### config.mk
export PLATFORM = sky130hd
export DESIGN_NAME = mcuf_ctrl
export DESIGN_NICKNAME = d
export VERILOG_FILES = /design/src/mcuf_pkg.sv /design/src/mcuf_clkdiv.sv /design/src/mcuf_ctrl.sv
export SDC_FILE = /design/constraint.sdc
export NUM_CORES = 1
export LEC_CHECK = 0
export BUFFER_PORTS_ARGS = -buffer_cell sky130_fd_sc_hd__clkbuf_2
export CAP_MARGIN = 20
export CORE_ASPECT_RATIO = 0.8
export CORE_MARGIN = 2
export CORE_UTILIZATION = 34
export DETAILED_ROUTE_END_ITERATION = 10
export PLACE_DENSITY = 0.65
export SETUP_SLACK_MARGIN = 0.2
export SYNTH_ARGS = -nofsm -noshare
export SYNTH_HDL_FRONTEND = slang
export SYNTH_SLANG_ARGS = --single-unit
### constraint.sdc
create_clock -name clk_i -period 4.5 [get_ports clk_i]
set_clock_uncertainty 0.1 [all_clocks]
set_input_delay 0.45 -clock clk_i [delete_from_list [all_inputs] [get_ports clk_i]]
set_output_delay 0.45 -clock clk_i [all_outputs]
set_load 0.03 [all_outputs]
### src/mcuf_pkg.sv
// Package for the modem control register upper fields: field layout, reset values
// and the decoded configuration carrier.
// Assumes a single 20 MHz clock domain and a parallel write port fed by the serial front end.
package mcuf_pkg;

   // Control register geometry.
   localparam int CTRL_W      = 48;
   localparam int SHORT_W     = 24;

   // Field positions.
   localparam int DET_LO      = 12;
   localparam int DET_HI      = 13;
   localparam int MAINS_BIT   = 14;
   localparam int CLK_LO      = 15;
   localparam int CLK_HI      = 16;
   localparam int FREEZE_BIT  = 17;
   localparam int HDRREC_BIT  = 18;
   localparam int FLCNT_BIT   = 19;
   localparam int HDRLEN_BIT  = 20;
   localparam int EXT_BIT     = 21;
   localparam int SENS_BIT    = 22;
   localparam int FILT_BIT    = 23;
   localparam int HDR_LO      = 24;
   localparam int HDR_HI      = 39;
   localparam int LEN_LO      = 40;
   localparam int LEN_HI      = 47;

   // Detection method codes.
   localparam logic [1:0] DET_CARR_FREE  = 2'h0;
   localparam logic [1:0] DET_CARR_COND  = 2'h1;
   localparam logic [1:0] DET_PRE_FREE   = 2'h2;
   localparam logic [1:0] DET_PRE_COND   = 2'h3;

   // Output clock codes.
   localparam logic [1:0] CLK_DIV1 = 2'h0;
   localparam logic [1:0] CLK_DIV2 = 2'h1;
   localparam logic [1:0] CLK_DIV4 = 2'h2;
   localparam logic [1:0] CLK_OFF  = 2'h3;

   // Values after reset.
   localparam logic [1:0]  DET_RST    = DET_PRE_FREE;
   localparam logic        MAINS_RST  = 1'b1;
   localparam logic [1:0]  CLK_RST    = CLK_DIV4;
   localparam logic        FREEZE_RST = 1'b1;
   localparam logic        HDRREC_RST = 1'b0;
   localparam logic        FLCNT_RST  = 1'b0;
   localparam logic        HDRLEN_RST = 1'b1;
   localparam logic        EXT_RST    = 1'b0;
   localparam logic        SENS_RST   = 1'b0;
   localparam logic        FILT_RST   = 1'b0;
   localparam logic [15:0] HDR_RST    = 16'h9b58;
   localparam logic [7:0]  LEN_RST    = 8'h08;
   localparam logic [7:0]  LEN_ZERO   = 8'h00;

   // Divider counter width and the UART idle level on receive data.
   localparam int         DIVCNT_W   = 2;
   localparam logic       UART_IDLE  = 1'b1;

   // Decoded feature enables and field values handed to the datapath.
   typedef struct packed {
      logic        freeze_en;
      logic        hdr_rec_en;
      logic        frame_cnt_en;
      logic        hdr_16bit;
      logic        mains_async;
      logic        high_sens;
      logic        in_filter;
      logic [15:0] frame_header;
      logic [7:0]  frame_len;
   } mcuf_cfg_t;

   // Raw receive path from the demodulator.
   typedef struct packed {
      logic carrier;
      logic preamble;
      logic pll_locked;
      logic bit_clock;
      logic data;
   } mcuf_rx_t;

endpackage : mcuf_pkg

### src/mcuf_clkdiv.sv
// Master clock output divider for the modem control block.
// Assumes the selection comes from the control register in the same clock domain.
`timescale 1ns/1ns
module mcuf_clkdiv
   import mcuf_pkg::*;
(
   // Clock and reset
   input  wire logic       clk_i,
   input  wire logic       rst_i,
   // Selection
   input  wire logic [1:0] sel_i,
   // Divided clock
   output logic            mclk_o
);

   logic [1:0]          sel_r;
   logic [DIVCNT_W-1:0] cnt_r;
   logic                mclk_r;
   logic                wrap;

   // The output is a square wave with period 2, 4 or 8 system clocks; only the ratio between
   // settings is kept, since a flip-flop cannot emit the undivided reference itself.
   always_comb begin
      unique case (sel_r)
         CLK_DIV1: wrap = 1'b1;
         CLK_DIV2: wrap = cnt_r[0];
         CLK_DIV4: wrap = &cnt_r;
         CLK_OFF:  wrap = 1'b1;
      endcase
   end

   always_ff @(posedge clk_i) begin
      if (rst_i) begin
         cnt_r <= '0;
      end else if (wrap) begin
         cnt_r <= '0;
      end else begin
         cnt_r <= cnt_r + DIVCNT_W'(1);
      end
   end

   // A new ratio is taken only at the end of a whole output period, so no runt pulse appears between ratios; a change to off leaves a one-cycle high pulse.
   always_ff @(posedge clk_i) begin
      if (rst_i) begin
         sel_r <= CLK_RST;
      end else if (wrap && !mclk_r) begin
         sel_r <= sel_i;
      end
   end

   always_ff @(posedge clk_i) begin
      if (rst_i) begin
         mclk_r <= 1'b0;
      end else if (sel_r == CLK_OFF) begin
         mclk_r <= 1'b0;
      end else if (wrap) begin
         mclk_r <= ~mclk_r;
      end
   end

   assign mclk_o = mclk_r;

endmodule : mcuf_clkdiv

### src/mcuf_ctrl.sv
// Upper fields of the modem control register (bits 12 to 47) and the logic they steer:
// receive detection and conditioning, output clock, extended feature gating, header values.
// Assumes the serial host front end delivers each completed write session as one strobe
// with the data and the session length, synchronous to clk_i.
`timescale 1ns/1ns

// Notes on behaviour
// - SPI code 00: carrier flag, outputs always run.
// - Code 01: outputs held low without carrier.
// - Codes 1x preamble; 11 gates on preamble, lock.
// - Mode pin chooses SPI or UART meaning.
// - Frame counting needs header recognition and extension.
// - Bit 21 extends register, enables bits 17-19.
// - Frame header sixteen bits, reset 9B58h.
// - Frame length words, 01h to FFh, reset 08h.
// - Upper 24 bits writable only when extended.
// - UART codes: 10 free carrier, 11 conditioned.
module mcuf_ctrl
   import mcuf_pkg::*;
(
   // Clock and reset
   input  wire logic              clk_i,
   input  wire logic              rst_i,
   // Register write session and readback
   input  wire logic              wr_valid_i,
   input  wire logic              wr_long_i,
   input  wire logic [CTRL_W-1:0] wr_data_i,
   output logic      [CTRL_W-1:0] rd_data_o,
   // Host mode pin, high for UART
   input  wire logic              uart_mode_i,
   // Receive path
   input  wire mcuf_rx_t          rx_i,
   output logic                   detect_indicator_o,
   output logic                   rx_bit_clock_o,
   output logic                   rx_data_o,
   output logic                   det_cfg_illegal_o,
   // Decoded configuration and clock output
   output mcuf_cfg_t              cfg_o,
   output logic                   frame_len_valid_o,
   output logic                   mclk_o
);

   logic [1:0]  det_r;
   logic        mains_r;
   logic [1:0]  clk_sel_r;
   logic        freeze_r;
   logic        hdr_rec_r;
   logic        fl_cnt_r;
   logic        hdr_len_r;
   logic        ext_r;
   logic        sens_r;
   logic        filt_r;
   logic [15:0] hdr_r;
   logic [7:0]  len_r;
   logic        detect_nxt;
   logic        gate_nxt;
   logic        idle_lvl;
   logic        det_r_ok;
   logic        illegal_nxt;
   logic        ind_r;
   logic        rclk_r;
   logic        rdat_r;
   logic        illegal_r;
   mcuf_cfg_t   cfg_r;
   logic        len_ok_r;

   // Low half of the register (bits 12 to 23) is written by every session.
   always_ff @(posedge clk_i) begin
      if (rst_i) begin
         det_r     <= DET_RST;
         mains_r   <= MAINS_RST;
         clk_sel_r <= CLK_RST;
         freeze_r  <= FREEZE_RST;
         hdr_rec_r <= HDRREC_RST;
         fl_cnt_r  <= FLCNT_RST;
         hdr_len_r <= HDRLEN_RST;
         ext_r     <= EXT_RST;
         sens_r    <= SENS_RST;
         filt_r    <= FILT_RST;
      end else if (wr_valid_i) begin
         det_r     <= wr_data_i[DET_HI:DET_LO];
         mains_r   <= wr_data_i[MAINS_BIT];
         clk_sel_r <= wr_data_i[CLK_HI:CLK_LO];
         freeze_r  <= wr_data_i[FREEZE_BIT];
         hdr_rec_r <= wr_data_i[HDRREC_BIT];
         fl_cnt_r  <= wr_data_i[FLCNT_BIT];
         hdr_len_r <= wr_data_i[HDRLEN_BIT];
         ext_r     <= wr_data_i[EXT_BIT];
         sens_r    <= wr_data_i[SENS_BIT];
         filt_r    <= wr_data_i[FILT_BIT];
      end
   end

   // The upper half is taken only from a 48-bit session that itself sets the extension bit,
   // so a short session can never leave stale upper data half-written.
   always_ff @(posedge clk_i) begin
      if (rst_i) begin
         hdr_r <= HDR_RST;
         len_r <= LEN_RST;
      end else if (wr_valid_i && wr_long_i && wr_data_i[EXT_BIT]) begin
         hdr_r <= wr_data_i[HDR_HI:HDR_LO];
         len_r <= wr_data_i[LEN_HI:LEN_LO];
      end
   end

   // Readback shows the stored fields; bits 0 to 11 belong elsewhere and read as zero.
   always_ff @(posedge clk_i) begin
      if (rst_i) begin
         rd_data_o <= '0;
      end else begin
         rd_data_o <= {len_r, hdr_r, filt_r, sens_r, ext_r, hdr_len_r, fl_cnt_r,
                       hdr_rec_r, freeze_r, clk_sel_r, mains_r, det_r, 12'h000};
      end
   end

   // Detection and conditioning, interpreted through the host mode pin.
   always_comb begin
      idle_lvl    = uart_mode_i ? UART_IDLE : 1'b0;
      det_r_ok    = 1'b1;
      detect_nxt  = rx_i.carrier;
      gate_nxt    = 1'b0;
      illegal_nxt = 1'b0;
      if (!uart_mode_i) begin
         unique case (det_r)
            DET_CARR_FREE: begin
               detect_nxt = rx_i.carrier;
            end
            DET_CARR_COND: begin
               detect_nxt = rx_i.carrier;
               gate_nxt   = !rx_i.carrier;
            end
            DET_PRE_FREE: begin
               detect_nxt = rx_i.preamble;
            end
            DET_PRE_COND: begin
               detect_nxt = rx_i.preamble;
               gate_nxt   = !rx_i.preamble || !rx_i.pll_locked;
            end
         endcase
      end else begin
         // Codes 00 and 01 are forbidden here; they fall back to the free carrier setting
         // and raise a flag rather than produce unpredictable receive outputs.
         unique case (det_r)
            DET_CARR_FREE, DET_CARR_COND: begin
               det_r_ok    = 1'b0;
               detect_nxt  = rx_i.carrier;
            end
            DET_PRE_FREE: begin
               detect_nxt = rx_i.carrier;
            end
            DET_PRE_COND: begin
               gate_nxt = !rx_i.carrier;
            end
         endcase
         illegal_nxt = !det_r_ok;
      end
   end

   always_ff @(posedge clk_i) begin
      if (rst_i) begin
         ind_r     <= 1'b0;
         rclk_r    <= 1'b0;
         rdat_r    <= 1'b0;
         illegal_r <= 1'b0;
      end else begin
         ind_r     <= detect_nxt;
         rclk_r    <= gate_nxt ? 1'b0 : rx_i.bit_clock;
         rdat_r    <= gate_nxt ? idle_lvl : rx_i.data;
         illegal_r <= illegal_nxt;
      end
   end

   // Freeze, header recognition and frame counting act only while the extension bit is set.
   always_ff @(posedge clk_i) begin
      if (rst_i) begin
         cfg_r    <= '0;
         len_ok_r <= 1'b0;
      end else begin
         cfg_r.freeze_en    <= ext_r && !freeze_r;
         cfg_r.hdr_rec_en   <= ext_r && hdr_rec_r;
         cfg_r.frame_cnt_en <= ext_r && hdr_rec_r && fl_cnt_r;
         cfg_r.hdr_16bit    <= hdr_len_r;
         cfg_r.mains_async  <= mains_r;
         cfg_r.high_sens    <= sens_r;
         cfg_r.in_filter    <= filt_r;
         cfg_r.frame_header <= hdr_r;
         cfg_r.frame_len    <= len_r;
         len_ok_r           <= (len_r != LEN_ZERO);
      end
   end

   mcuf_clkdiv u_clkdiv (
      .clk_i  (clk_i),
      .rst_i  (rst_i),
      .sel_i  (clk_sel_r),
      .mclk_o (mclk_o)
   );

   assign detect_indicator_o = ind_r;
   assign rx_bit_clock_o     = rclk_r;
   assign rx_data_o          = rdat_r;
   assign det_cfg_illegal_o  = illegal_r;
   assign cfg_o              = cfg_r;
   assign frame_len_valid_o  = len_ok_r;

endmodule : mcuf_ctrl

Word level (Yosys, flattened, before mapping) --
Index checks and enable logic that the tools add are counted.
Storage, ports and cells: bits in registers 125, output and inout port bits 85, input port bits 58, word-level logic and storage cells 74
Operators by class: reduce and logical (&&, ||, !) cells 24, muxes and demuxes 10, add/sub/neg operators 1, bitwise logic cells 2, eq/ne operators 6
Operators by type and width (number):
- $reduce_or A2 Y1 | 7
- $eq A2 B2 Y1 const B | 4
- $reduce_bool A8 Y1 | 1
- $mux W1 | 7
- $logic_and A1 B1 Y1 | 6
- $logic_not A1 Y1 | 6
- $eq A2 B1 Y1 const B | 2
- $logic_not A2 Y1 | 2
- $pmux W1 S2 | 2
- $pmux W1 S3 | 1
- $add A2 B1 Y2 const B | 1
- $not A1 Y1 | 2
- $reduce_and A2 Y1 | 1
- $logic_or A1 B1 Y1 | 1

Logic depth before layout (Yosys ltp) --
Gate-level depths: netlist of run 1.
depth in word-level cells 5, depth in mapped cells 6, depth with buffers taken out 5

Hierarchy --
From an unflattened synthesis of run 1, not the netlist that was laid out.
Unflattened totals: cell total of the unflattened synthesis 315, area total of the unflattened synthesis 3146.8 µm²
Modules (own cells, without submodules):
- mcuf_ctrl | area each 2870.3 µm², instances 1, sequential area each 1601.5 µm², cells each 289
- mcuf_clkdiv | area each 276.5 µm², instances 1, sequential area each 100.1 µm², cells each 26

Worst setup path after synthesis of run 1 --
No wires, ideal clock.
kind flip-flop to flip-flop, start point register u_clkdiv.sel_r[0], end point register u_clkdiv.sel_r[0], library setup time 121 ps, cell stages (with the launch flop) 6, buffers on the path 0, period minus slack after synthesis 1565 ps, arrival time 1344 ps, slack 2935 ps, data required time 4279 ps, path through dfxtp_1 > inv_1 > ha_1 > a211oi_2 > nor3_2 > mux2_4
Between the ends: word-level cells in the longest chain between the ends 4
Ends and longest elaborated chain:
- start, declared | RTL line mcuf_clkdiv.sv:16 | logic [1:0] sel_r;
- start signal, assigned | RTL line mcuf_clkdiv.sv:47 | sel_r <= sel_i;
- $eq A2 B2 Y1 / $logic_not A2 Y1 (equally long branches) | RTL line mcuf_clkdiv.sv:24 | unique case (sel_r)
- $reduce_or A2 Y1 (no line)
- $pmux W1 S3 (*) | RTL line mcuf_clkdiv.sv:24
- $logic_and A1 B1 Y1 (*) | RTL line mcuf_clkdiv.sv:46 | end else if (wrap && !mclk_r) begin
Mark *: on every way between the ends. The rest lies on a longest branch, timed or not. A chain may end at the register's enable or synchronous reset.

Final worst setup path of run 1 --
start point input port wr_valid_i, end point register len_r[0]
Between the ends: word-level cells in the longest chain between the ends 2
Ends and longest elaborated chain:
- start, declared | RTL line mcuf_ctrl.sv:25 | input wire logic wr_valid_i,
- $logic_and A1 B1 Y1 (2 in series) | RTL line mcuf_ctrl.sv:100 | end else if (wr_valid_i && wr_long_i && wr_data_i[EXT_BIT]) begin
- end signal, assigned | RTL line mcuf_ctrl.sv:102 | len_r <= wr_data_i[LEN_HI:LEN_LO];
- end, declared | RTL line mcuf_ctrl.sv:54 | logic [7:0] len_r;
No other way between the ends.

==> results of run 1 <==
==> power by group through the flow <==
stage,clock network (mW),logic (mW),registers [mW]
2_1_floorplan,0,0.128,0.861
3_3_place_gp,0,0.198,0.826
3_5_place_dp,0,0.201,0.828
4_1_cts,0.866,0.201,0.811
5_1_grt,0.901,0.214,0.816
6_report,0.843,0.198,0.811
==> layout make-up <==
class,instances,area share
well taps,115,0.0373
flip-flops and latches,85,0.441
clock inverters,5,0.0279
inverters,3,0.00292
clock buffers,10,0.0619
multi-input cells,182,0.275
repair buffers,119,0.155
==> registers in the layout, indices dropped and copies added, names as in the netlist, 2 cells and up <==
signal and cells:
hdr_r 16, rd_data_o 36, u_clkdiv.sel_r 2, cfg_o 3
u_clkdiv.cnt_r 2, len_r 8, det_r 2, clk_sel_r 2
==> metrics by stage <==
stage | utilization | cells | hold slack [ps] | worst slack, ps | instance area [um^2]
after floorplan | - | 325 | 305 | 2940 | 3170
after global placement | 0.391 | 504 | 322 | 2100 | 3520
after detailed placement | 0.391 | 504 | 328 | 2080 | 3520
after CTS | 0.429 | 519 | 219 | 2430 | 3860
after global routing | 0.429 | 519 | 242 | 2330 | 3860
final | 0.429 | 519 | 230 | 2540 | 3860
==> worst paths after layout <==
check	start	slack (ps)	cells past startpoint	end
worst max-delay path	wr_valid_i	2540	4	len_r[0]$_SDFFE_PP0P_
worst min-delay path	wr_data_i[43]	230	3	len_r[3]$_SDFFE_PP1P_
worst max register to register	u_clkdiv.sel_r[0]$_SDFFE_PP0P_	2830	5	u_clkdiv.sel_r[0]$_SDFFE_PP0P_
worst min register to register	freeze_r$_SDFFE_PP1P_	330	1	cfg_o[30]$_SDFF_PP0_
==> Yosys cell counts, types with 3 or more instances <==
master | number | share of area
sky130_fd_sc_hd__dfxtp_1 | 85 | 0.54
sky130_fd_sc_hd__nand2_1 | 55 | 0.066
sky130_fd_sc_hd__buf_4 | 46 | 0.11
sky130_fd_sc_hd__nor2b_1 | 38 | 0.076
sky130_fd_sc_hd__mux2i_1 | 14 | 0.045
sky130_fd_sc_hd__nor2_1 | 13 | 0.016
sky130_fd_sc_hd__a21oi_2 | 11 | 0.031
sky130_fd_sc_hd__nand3_1 | 11 | 0.018
sky130_fd_sc_hd__a21oi_1 | 5 | 0.0080
sky130_fd_sc_hd__buf_2 | 4 | 0.0064
sky130_fd_sc_hd__ha_1 | 4 | 0.016
sky130_fd_sc_hd__clkbuf_1 | 3 | 0.0036
sky130_fd_sc_hd__inv_1 | 3 | 0.0036
==> metal layers <==
layer | GRT usage | vias up | part of all wire
li1 | - | 1122 | -
met1 | 0.152 | 997 | 0.46
met2 | 0.199 | 86 | 0.46
met3 | 0.0391 | 9 | 0.068
met4 | 0.0463 | 0 | 0.016
met5 | 0 | - | 0
==> logic make-up (layout without fill, tap and decap cells) <==
kind of cell,after synthesis,count (layout),share of synthesized area
simple gates,131,131,0.210
flops,85,85,0.543
buf+inv,58,137,0.131
compound gates,20,20,0.0491
mux,15,15,0.0495
fa+ha+maj,4,4,0.0160
other cells,1,12,0.00120
==> tightest hold or removal path, stage by stage <==
cell and delay [ps]:
sky130_fd_sc_hd__clkbuf_2 70, sky130_fd_sc_hd__nand2_1 40, sky130_fd_sc_hd__nand3_1 60
==> results.md, run 1 <==
- The flow ran to the end, and the final reports show no timing, DRC or antenna violations.
- Setup repair after global routing left no endpoint under its margin.
- Among all flip-flop cells after synthesis, the most frequent one is sky130_fd_sc_hd__dfxtp_1.
- The aggregate global-route resource usage is 0.122.
- The areal power density over the cells is 479 nW/um^2.
- The maximum vdd ir drop is between 0.0002 and 0.00025 V.
- The library cell used most frequently in the layout, excluding fill and tap cells, is sky130_fd_sc_hd__clkbuf_2.
- Row generation in the floorplan step produced 31 rows.
- The completed layout was analyzed and its total power is roughly 1.9 mW.
- The setup path with the least slack is of type input pin to flop.
- The largest net degree at the start of global routing is 39.
- For this run, the register share of the synthesized area comes to 0.543.
- The clock slew at the register clock pins of the worst setup and hold paths is around 60 ps.
- The max-capacitance violation count is 0.
- The highest attainable clock frequency is 0.510 GHz.
- The largest incremental delay on the critical path is 810 ps.
- Among cell families on the critical path, the largest total delay comes from simple AND/OR/NAND/NOR gates.
- The count of fill cells added during filler insertion is between 900 and 1000.
- The count of endpoints failing hold in the final timing report is 0.
- Summed over all cells, the static leakage comes to about 1.8 nW.
- The net count of the finished layout is roughly 460.
- Counting along the longest clock path gives a buffer depth of 2.
- The via count of the first global-routing pass is approximately 2100.
- The time the worst path needs with I/O delays and setup is about 2000 ps.
- Of the available clock period, the critical path in the final layout requires 0.436.
- The min-delay analysis places its worst path in the category input pin to flop.
- The number of port buffers is approximately 120.
- The count of nets left with antenna violations once routing finished came out at 0.
- The I/O pin total is 143.
- After the first detailed-routing iteration, the DRC count stood at 80.
- The core footprint is approximately 9000 um^2.
- The final setup violation count is 0.
- The count of TritonRoute iterations in the first routing pass is 4.
- After clock tree synthesis, the flow added hold-fix buffers numbering 0.
- The die width is between 100 and 150 um.
- TritonCTS built the clock tree.
- The number of buffers added by the clock tree synthesis step is 9.
- The worst endpoint required time is roughly 4600 ps.
- STA puts the critical path data arrival time at around 2000 ps.
- Synthesis handed over a netlist of approximately 310 instances.
- The area used by sequential logic in the layout is roughly 1700 um^2.
- The critical path buffer and inverter count is 1.
- The critical path startpoint category is an input pin.
- The post-CTS setup repair buffer count is 0.
- The switching component of the power is 437 uW.
- The maximum fanout encountered on the critical timing path is 24.
- The largest individual stage delay along the critical path comes from the cell sky130_fd_sc_hd__nand3_1.
- The multi-input gate area in the final layout is 1060 um^2.
- The relative area change from synthesis to final layout is 23.3%.
- The first global-routing pass estimated slightly below 10000 um of wire.
- After detailed routing, the number of vias per cell comes to between 4 and 5.
- The kind of end point of the critical path is a flop.
- The placer's final routability congestion estimate is ~0.70.
- The average cell area after synthesis is roughly 10 um^2.
- The synthesized design contains 0 enable-type register cells.
- The total overflow left after global routing is 0.
- The diode insertion count for antenna repair is 0.
- The clock latency on the worst-skew pair is ~320 ps.
- The clock sink count is 85.
- The initial utilization of the core area, before any placement, comes to 0.348.
- In the layout the commonest cells are sky130_fd_sc_hd__clkbuf_2, sky130_fd_sc_hd__dfxtp_1, sky130_fd_sc_hd__nand2_1, sky130_fd_sc_hd__nor2b_1, sky130_fd_sc_hd__mux2i_1.
- Clock tree synthesis selected as its root buffer the cell sky130_fd_sc_hd__clkbuf_16.
- The total wire length is 6040 um.
- The HPWL after detailed placement is between 4000 and 5000 um.
- The fraction of layout instances using a drive strength above 1 is 0.369.
- The synthesized netlist contains 28 unique library cells.
- The final max-slew violation count is 0.
- The transition at the pin with the smallest max-transition slack is 982 ps.
- The clock share of power is 0.455.
- The die area is around 10000 um^2.
- Of the total power, the share spent switching nets is 0.236.
- The H-tree was split into 3 levels.
- The share of total power dissipated in combinational logic is 0.107.
- The post-synthesis instance area is about 3100 um^2.
- The Yosys step of the flow raised 0 warnings.
- After clock tree synthesis, the repair step resized 0 gates.
- The proportion of synthesized flip-flops having asynchronous set or reset is 0.
- The via count is 2214.
- The critical path goes through clkbuf_2 > nand3_1 > nand2_1 > a21oi_2.
- The internal portion of the total power is 1.41 mW.
- The total DRC errors in the routed layout is 0.
- The count of state elements after synthesis is between 80 and 90.
- The die outline height is 89.8 um.
- The routed wire length per instance is about 12 um.
- The initial antenna violation count is 0.
- Of the total power, registers draw 0.438.
- The worst pin sits at a relative slew slack of 0.344.
- For the final routed database, the setup TNS stands at 0 ps.
Power figures use the tool's default switching activity.
==> inputs of run 2 (changes only) <==
--- a/config.mk
+++ b/config.mk
@@ -11,7 +11,7 @@
 export CORE_MARGIN = 2
 export CORE_UTILIZATION = 34
 export DETAILED_ROUTE_END_ITERATION = 10
-export PLACE_DENSITY = 0.65
+export PLACE_DENSITY = 0.67
 export SETUP_SLACK_MARGIN = 0.2
 export SYNTH_ARGS = -nofsm -noshare
 export SYNTH_HDL_FRONTEND = slang
==> constraint.sdc (replaced) <==
create_clock -name clk_i -period 1.63 [get_ports clk_i]
set_clock_uncertainty 0.1 [all_clocks]
set_input_delay 0.163 -clock clk_i [delete_from_list [all_inputs] [get_ports clk_i]]
set_output_delay 0.163 -clock clk_i [all_outputs]
set_load 0.03 [all_outputs]
==> results.md, run 2 (same netlist as run 1, synthesis figures left out) <==
- Setup total negative slack on the finished layout was measured at 0 ps.
- The highest attainable clock frequency is approximately 0.70 GHz.
- The floorplan step defined a die boundary enclosing 10000 um^2.
- In this run, the number of DRC markers left after iteration 0 of detailed routing was 61.
- The via count of the first global-routing pass is about 2400.
- The antenna violation net count after detailed routing is 0.
- TritonCTS built the clock tree.
- The buffer depth of the longest clock path is 2.
- The final max-slew violation count came to 0.
- Setup repair after global routing could not meet its margin everywhere.
- On the worst path, the slowest cell contributes a delay of 380 ps.
- Data on the critical path is required at its endpoint by 1740 ps.
- rd_data_o holds more flip-flops than any other register.
- The starting utilization of the core area is 0.348.
- Leaving out fill and tap cells, the most frequent cell in the layout is sky130_fd_sc_hd__clkbuf_2.
- The number of flip-flops under the largest register name is 36.
- For this design, the sink count on the clock tree is 85.
- Data arrives at the worst endpoint at roughly 1600 ps.
- The wire length of the first global-routing pass is about 11000 um.
- Entering global routing, the biggest net connects slightly below 70 pins.
- The max-capacitance violation count is 0.
- In the finished design, the share of the clock period the worst path needs comes to 0.882.
- The worst setup path is of the flop to flop kind.
- Using the TritonRoute via totals, the vias-per-cell ratio works out to ~4.2.
- Of all nets on the critical path, the largest fanout is 4.
- The design draws approximately 5.1 mW.
- For this block, the routed nets add up to about 6600 um of wire.
- The relative area change from synthesis to final layout is 39.2%.
- The placer's final routability congestion estimate is between 0.7 and 0.8.
- The number of buffers added by the clock tree synthesis step is 9.
- The H-tree was split into 3 levels.
- For this run, the post-layout net count is 508.
- The worst path needs approximately 1400 ps of the cycle, external delays included.
- Among all stages on the critical path, the largest delay is contributed by sky130_fd_sc_hd__dfxtp_4.
- The path category of the worst min-delay check is input pin to flop.
- Hold is met by about 25 ps.
- The number of port buffers is ~120.
- The core footprint is about 9000 um^2.
- In the routed design, unresolved DRC markers number 0.
- The first detailed-routing pass ran for 4 iterations.
- The diode insertion count for antenna repair is 0.
- In the global route stage, overall resource usage came out at 0.138.
- The initial antenna violation count came to 0.
- The critical path goes through inv_2 > ha_4 > nor2b_4 > nor3_4 > mux2_4.
- The areal power density over the cells is around 1200 nW/um^2.
- STA classifies the critical path startpoint as a flop.
- The HPWL after detailed placement is around 4300 um.
- IR analysis of the VDD net gives a maximum drop of between 0.0006 and 0.0007 V.
- roughly 140 I/O pins were placed.
- The clock latency on the worst-skew pair is about 330 ps.
- The global route total overflow is 0.
- The clock slew at the register clock pins of the worst setup and hold paths is around 60 ps.
- The die outline height is between 80 and 90 um.
- The flow ran to the end, and the final reports show no timing, DRC or antenna violations.
- Dividing the detail-routed wire length by the instance count gives 11.6 um.
- The largest registers in the layout are rd_data_o (36), hdr_r (16), len_r (8).
- The count of endpoints failing hold in the final timing report is 0.
- The via count is 2381.
- The die width is between 100 and 150 um.
- In the layout the commonest cells are sky130_fd_sc_hd__clkbuf_2, sky130_fd_sc_hd__dfxtp_1, sky130_fd_sc_hd__nand2_1, sky130_fd_sc_hd__dlygate4sd3_1, sky130_fd_sc_hd__nor2b_1.
- The fraction of layout instances using a drive strength above 1 is 0.366.
- The final setup violation count is 0.
- The clock root buffer is sky130_fd_sc_hd__clkbuf_16.
- The floorplan has 31 rows.
- The kind of end point of the critical path is a flop.
- The static leakage power is just over 2 nW.
==> run 2: where the power goes <==
part,switching [mW],total (mW),internal (mW)
sequential,0.0588,2.24,2.18
combinational,0.392,0.665,0.273
clock,0.787,2.17,1.39
total,1.24,5.08,3.84
==> run 2: path summary, 6_finish.rpt <==
kind	start	to	slack (ps)	depth (start not counted)
max	u_clkdiv.sel_r[1]$_SDFFE_PP1P_	u_clkdiv.sel_r[0]$_SDFFE_PP0P_	190	5
min	uart_mode_i	det_cfg_illegal_o$_SDFF_PP0_	20	2
max reg2reg	u_clkdiv.sel_r[1]$_SDFFE_PP1P_	u_clkdiv.sel_r[0]$_SDFFE_PP0P_	190	5
min reg2reg	freeze_r$_SDFFE_PP1P_	cfg_o[30]$_SDFF_PP0_	340	1
==> run 2: repair_timing <==
| action | 4_1_cts | 5_1_grt |
|---|---|---|
| hold buffers | 39 | 0 |
| setup endpoints to repair | 1 | 5 |
| pin swaps | 2 | 2 |
| gates resized for setup | 3 | 1 |
| hold endpoints to repair | 38 | 0 |
| buffers inserted | 2 | 0 |
==> run 2: per-stage QoR <==
stage	instances	cell area, um^2	util	worst slack (ps)
after detailed placement	509	3620	0.402	144
after CTS	566	4360	0.484	189
after floorplan	325	3220	-	197
after global placement	509	3620	0.402	173
after global routing	566	4360	0.484	138
final	566	4360	0.484	192
==> run 2: metal layers <==
layer	part of all wire	vias to the layer above	GRT usage	routed length, um
li1	-	1215	-	-
met1	0.43	1071	0.157	2860
met2	0.50	85	0.250	3270
met3	0.055	10	0.0351	360
met4	0.014	0	0.0494	95
met5	0	-	0	0
==> run 2: cell type report <==
cell class	count	area, um^2
Timing Repair Buffer	165	1050
Sequential cell	85	1710
Fill cell	845	4640
Clock buffer	11	243
Multi-Input combinational cell	182	1110
Tap cell	115	144
Inverter	3	13.8
Clock inverter	5	83.8
==> run 2: worst max-delay path: cells and delay by family, from the launching register on <==
family                     cells  cell delay (ps)
buffers and inverters          1               50
muxes                          1              310
DFF                            1              380
adders and majority gates      1              160
and+or+nand+nor                2              330
==> inputs of run 3 (changes only) <==
--- a/config.mk
+++ b/config.mk
@@ -5,13 +5,14 @@
 export SDC_FILE = /design/constraint.sdc
 export NUM_CORES = 1
 export LEC_CHECK = 0
-export BUFFER_PORTS_ARGS = -buffer_cell sky130_fd_sc_hd__clkbuf_2
 export CAP_MARGIN = 20
 export CORE_ASPECT_RATIO = 0.8
 export CORE_MARGIN = 2
 export CORE_UTILIZATION = 34
+export CTS_BUF_LIST = sky130_fd_sc_hd__clkbuf_16
 export DETAILED_ROUTE_END_ITERATION = 10
-export PLACE_DENSITY = 0.67
+export DONT_BUFFER_PORTS = 1
+export PLACE_DENSITY = 0.54
 export SETUP_SLACK_MARGIN = 0.2
 export SYNTH_ARGS = -nofsm -noshare
 export SYNTH_HDL_FRONTEND = slang
==> results.md, run 3 (same netlist as run 1, synthesis figures left out) <==
- The flow ran to the end, and the final reports show no timing, DRC or antenna violations.
- The final max-slew violation count is 0.
- The worst endpoint required time is between 1500 and 2000 ps.
- The post-placement cell area is approximately 3000 um^2.
- The highest attainable clock frequency is 0.674 GHz.
- The critical path buffer and inverter count is 1.
- The areal power density over the cells is between 1000 and 1500 nW/um^2.
- The region available for standard cell placement spans 9000 um^2.
- Grouping stages by cell kind, the critical path spends the most delay in flip-flops.
- In this run, placement finished with an instance count of just under 400.
- The number of port buffers is 0.
- In the final layout, the share of cells above drive strength 1 is 0.130.
- CTS built an H-tree with a depth of 3.
- After detailed routing, the number of remaining DRC violations is 0.
- The die is between 80 and 90 um tall.
- In this run, CTS created clock tree buffers numbering 9.
- The diode insertion count for antenna repair is 0.
- The clock latency on the worst-skew pair is 330 ps.
- The clock passes through at most 2 buffers.
- The first detailed-routing pass ran for 4 iterations.
- After floorplanning, the core was divided into 31 placement rows.
- The worst hold-check slack is about 66 ps.
- The max-capacitance violation count is 0.
- Across all layers, the routed design uses just over 2000 vias.
- The largest net degree at the start of global routing is a little under 50.
- Setup repair after global routing could not meet its margin everywhere.
- In the global route stage, overall resource usage came out at 0.137.
- The critical path startpoint category is a flop.
- The relative slew slack is 0.587.
- The routed wire length per instance is 14.0 um.
- Once layout is done, the placed cells without fillers occupy around 3900 um^2.
- The count of endpoints failing hold in the final timing report was 0.
- The kind of end point of the critical path is a flop.
- Of all nets on the critical path, the largest fanout is 3.
- The clock root buffer is sky130_fd_sc_hd__clkbuf_16.
- The largest registers in the layout are rd_data_o (36), hdr_r (16), len_r (8).
- The final worst setup slack is between 100 and 150 ps.
- Detailed placement finished with a half-perimeter wire length of 3730 um.
- The number of flip-flops under the largest register name is 36.
- Once detail routing completed, the nets flagged for antenna violations numbered 0.
- After detailed routing, the number of vias per cell comes to 4.44.
- Clock tree synthesis found a total of 85 sinks.
- The die covers 10000 um^2.
- The completed layout was analyzed and its total power is 4.75 mW.
- Dividing the final minimum period by the clock period gives 0.910.
- The slowest stage of the critical path belongs to the cell sky130_fd_sc_hd__dfxtp_4.
- The register ranked first by flip-flop count is rd_data_o.
- Fill cells in the final layout number just under 900.
- The multi-input gate area in the final layout is approximately 1100 um^2.
- The worst setup slack before clock tree synthesis is 138 ps.
- Setup violations remaining at the end of the flow were counted as 0.
- Data on the critical path arrives at its endpoint at between 1500 and 2000 ps.
- The largest incremental delay on the critical path is about 380 ps.
- The global route total overflow is 0.
- The wire length of the first global-routing pass is 10600 um.
- The path category of the worst min-delay check is input pin to flop.
- The initial antenna violation count is 0.
- After clock tree synthesis, the clock-pin slew on the worst setup and hold paths is around 60 ps.
- The starting utilization of the core area is 0.348.
- The I/O pin total is between 100 and 150.
- Leaving out fill and tap cells, the most frequent cell in the layout is sky130_fd_sc_hd__dfxtp_1.
- For this run, the number of standard cells in the final layout without fillers is 462.
- In the layout the commonest cells are sky130_fd_sc_hd__dfxtp_1, sky130_fd_sc_hd__nand2_1, sky130_fd_sc_hd__dlygate4sd3_1, sky130_fd_sc_hd__nor2b_1, sky130_fd_sc_hd__mux2i_1.
- The die width is between 100 and 150 um.
- For this run, the share of the core covered by cells in the final layout is 0.430.
- After the last flow step, the layout net total stands at between 400 and 500.
- The time the worst path needs with I/O delays and setup is 1480 ps.
- At the pin with the least slew margin, the transition time is slightly above 600 ps.
- In the final layout, flip-flops and latches occupy between 1500 and 2000 um^2.
- Traced cell by cell, the critical path runs through inv_4 > ha_4 > a211oi_4 > nor3_4 > mux2_4.
- The worst-case IR drop observed on VDD is 0.000707 V.
- The TritonCTS clock tree is done.
- The relative area change from synthesis to final layout is 23.7%.
- The via count of the first global-routing pass came to between 2000 and 2500.
- The critical path is of the flop to flop type.
- The placer's final routability congestion estimate is 0.706.
- The summed negative setup slack over all endpoints is 0 ps.
- The static leakage power is roughly 1.6 nW.
- The total wire length is around 6500 um.
- In this run, the number of DRC markers left after iteration 0 of detailed routing was 149.
run 3: cell count changes in the layout (fill, tap and decap cells not counted), sizes merged:
cell | previous run | this run
clkbuf | 129 | 9
dlygate4sd3 | 39 | 54
clkinv | 1 | 3
inv | 3 | 5
buf | 8 | 7
bufinv | 2 | 1
clkinvlp | 2 | 1
run 3: area by class of cell:
type                       instances  area share
multi-input combinational        182       0.288
sequential                        85       0.442
clock inverter                     7      0.0152
tap                              115      0.0372
clock buffer                       9      0.0582
inverter                           3     0.00355
timing repair buffer              61       0.156
run 3: routing by layer:
metal | GRT usage | routed length, um
met5 | 0 | 0
met4 | 0.0576 | 101
met3 | 0.0573 | 474
met2 | 0.213 | 2930
met1 | 0.167 | 2980
run 3: power breakdown:
group          internal, mW  total [mW]  switching [mW]
registers              2.18        2.41           0.231
logic                 0.211       0.383           0.172
clock network          1.16        1.96           0.791
total                  3.56        4.75            1.19
run 3: what timing repair did:
item                       in CTS  in global routing
setup buffers                   4                  0
pin swaps                       2                  1
hold buffers                   55                  0
resized for setup               3                  2
hold endpoints to repair       84                  0
setup endpoints to repair       1                  5
run 3: path summary, 6_finish.rpt:
| kind | startpoint | to | cells past startpoint | slack [ps] |
|---|---|---|---|---|
| worst max-delay path | u_clkdiv.sel_r[0]$_SDFFE_PP0P_ | u_clkdiv.sel_r[0]$_SDFFE_PP0P_ | 5 | 150 |
| worst min-delay path | rst_i | det_r[0]$_SDFFE_PP0P_ | 2 | 70 |
| worst min register to register | freeze_r$_SDFFE_PP1P_ | cfg_o[30]$_SDFF_PP0_ | 1 | 330 |
| worst max register to register | u_clkdiv.sel_r[0]$_SDFFE_PP0P_ | u_clkdiv.sel_r[0]$_SDFFE_PP0P_ | 5 | 150 |
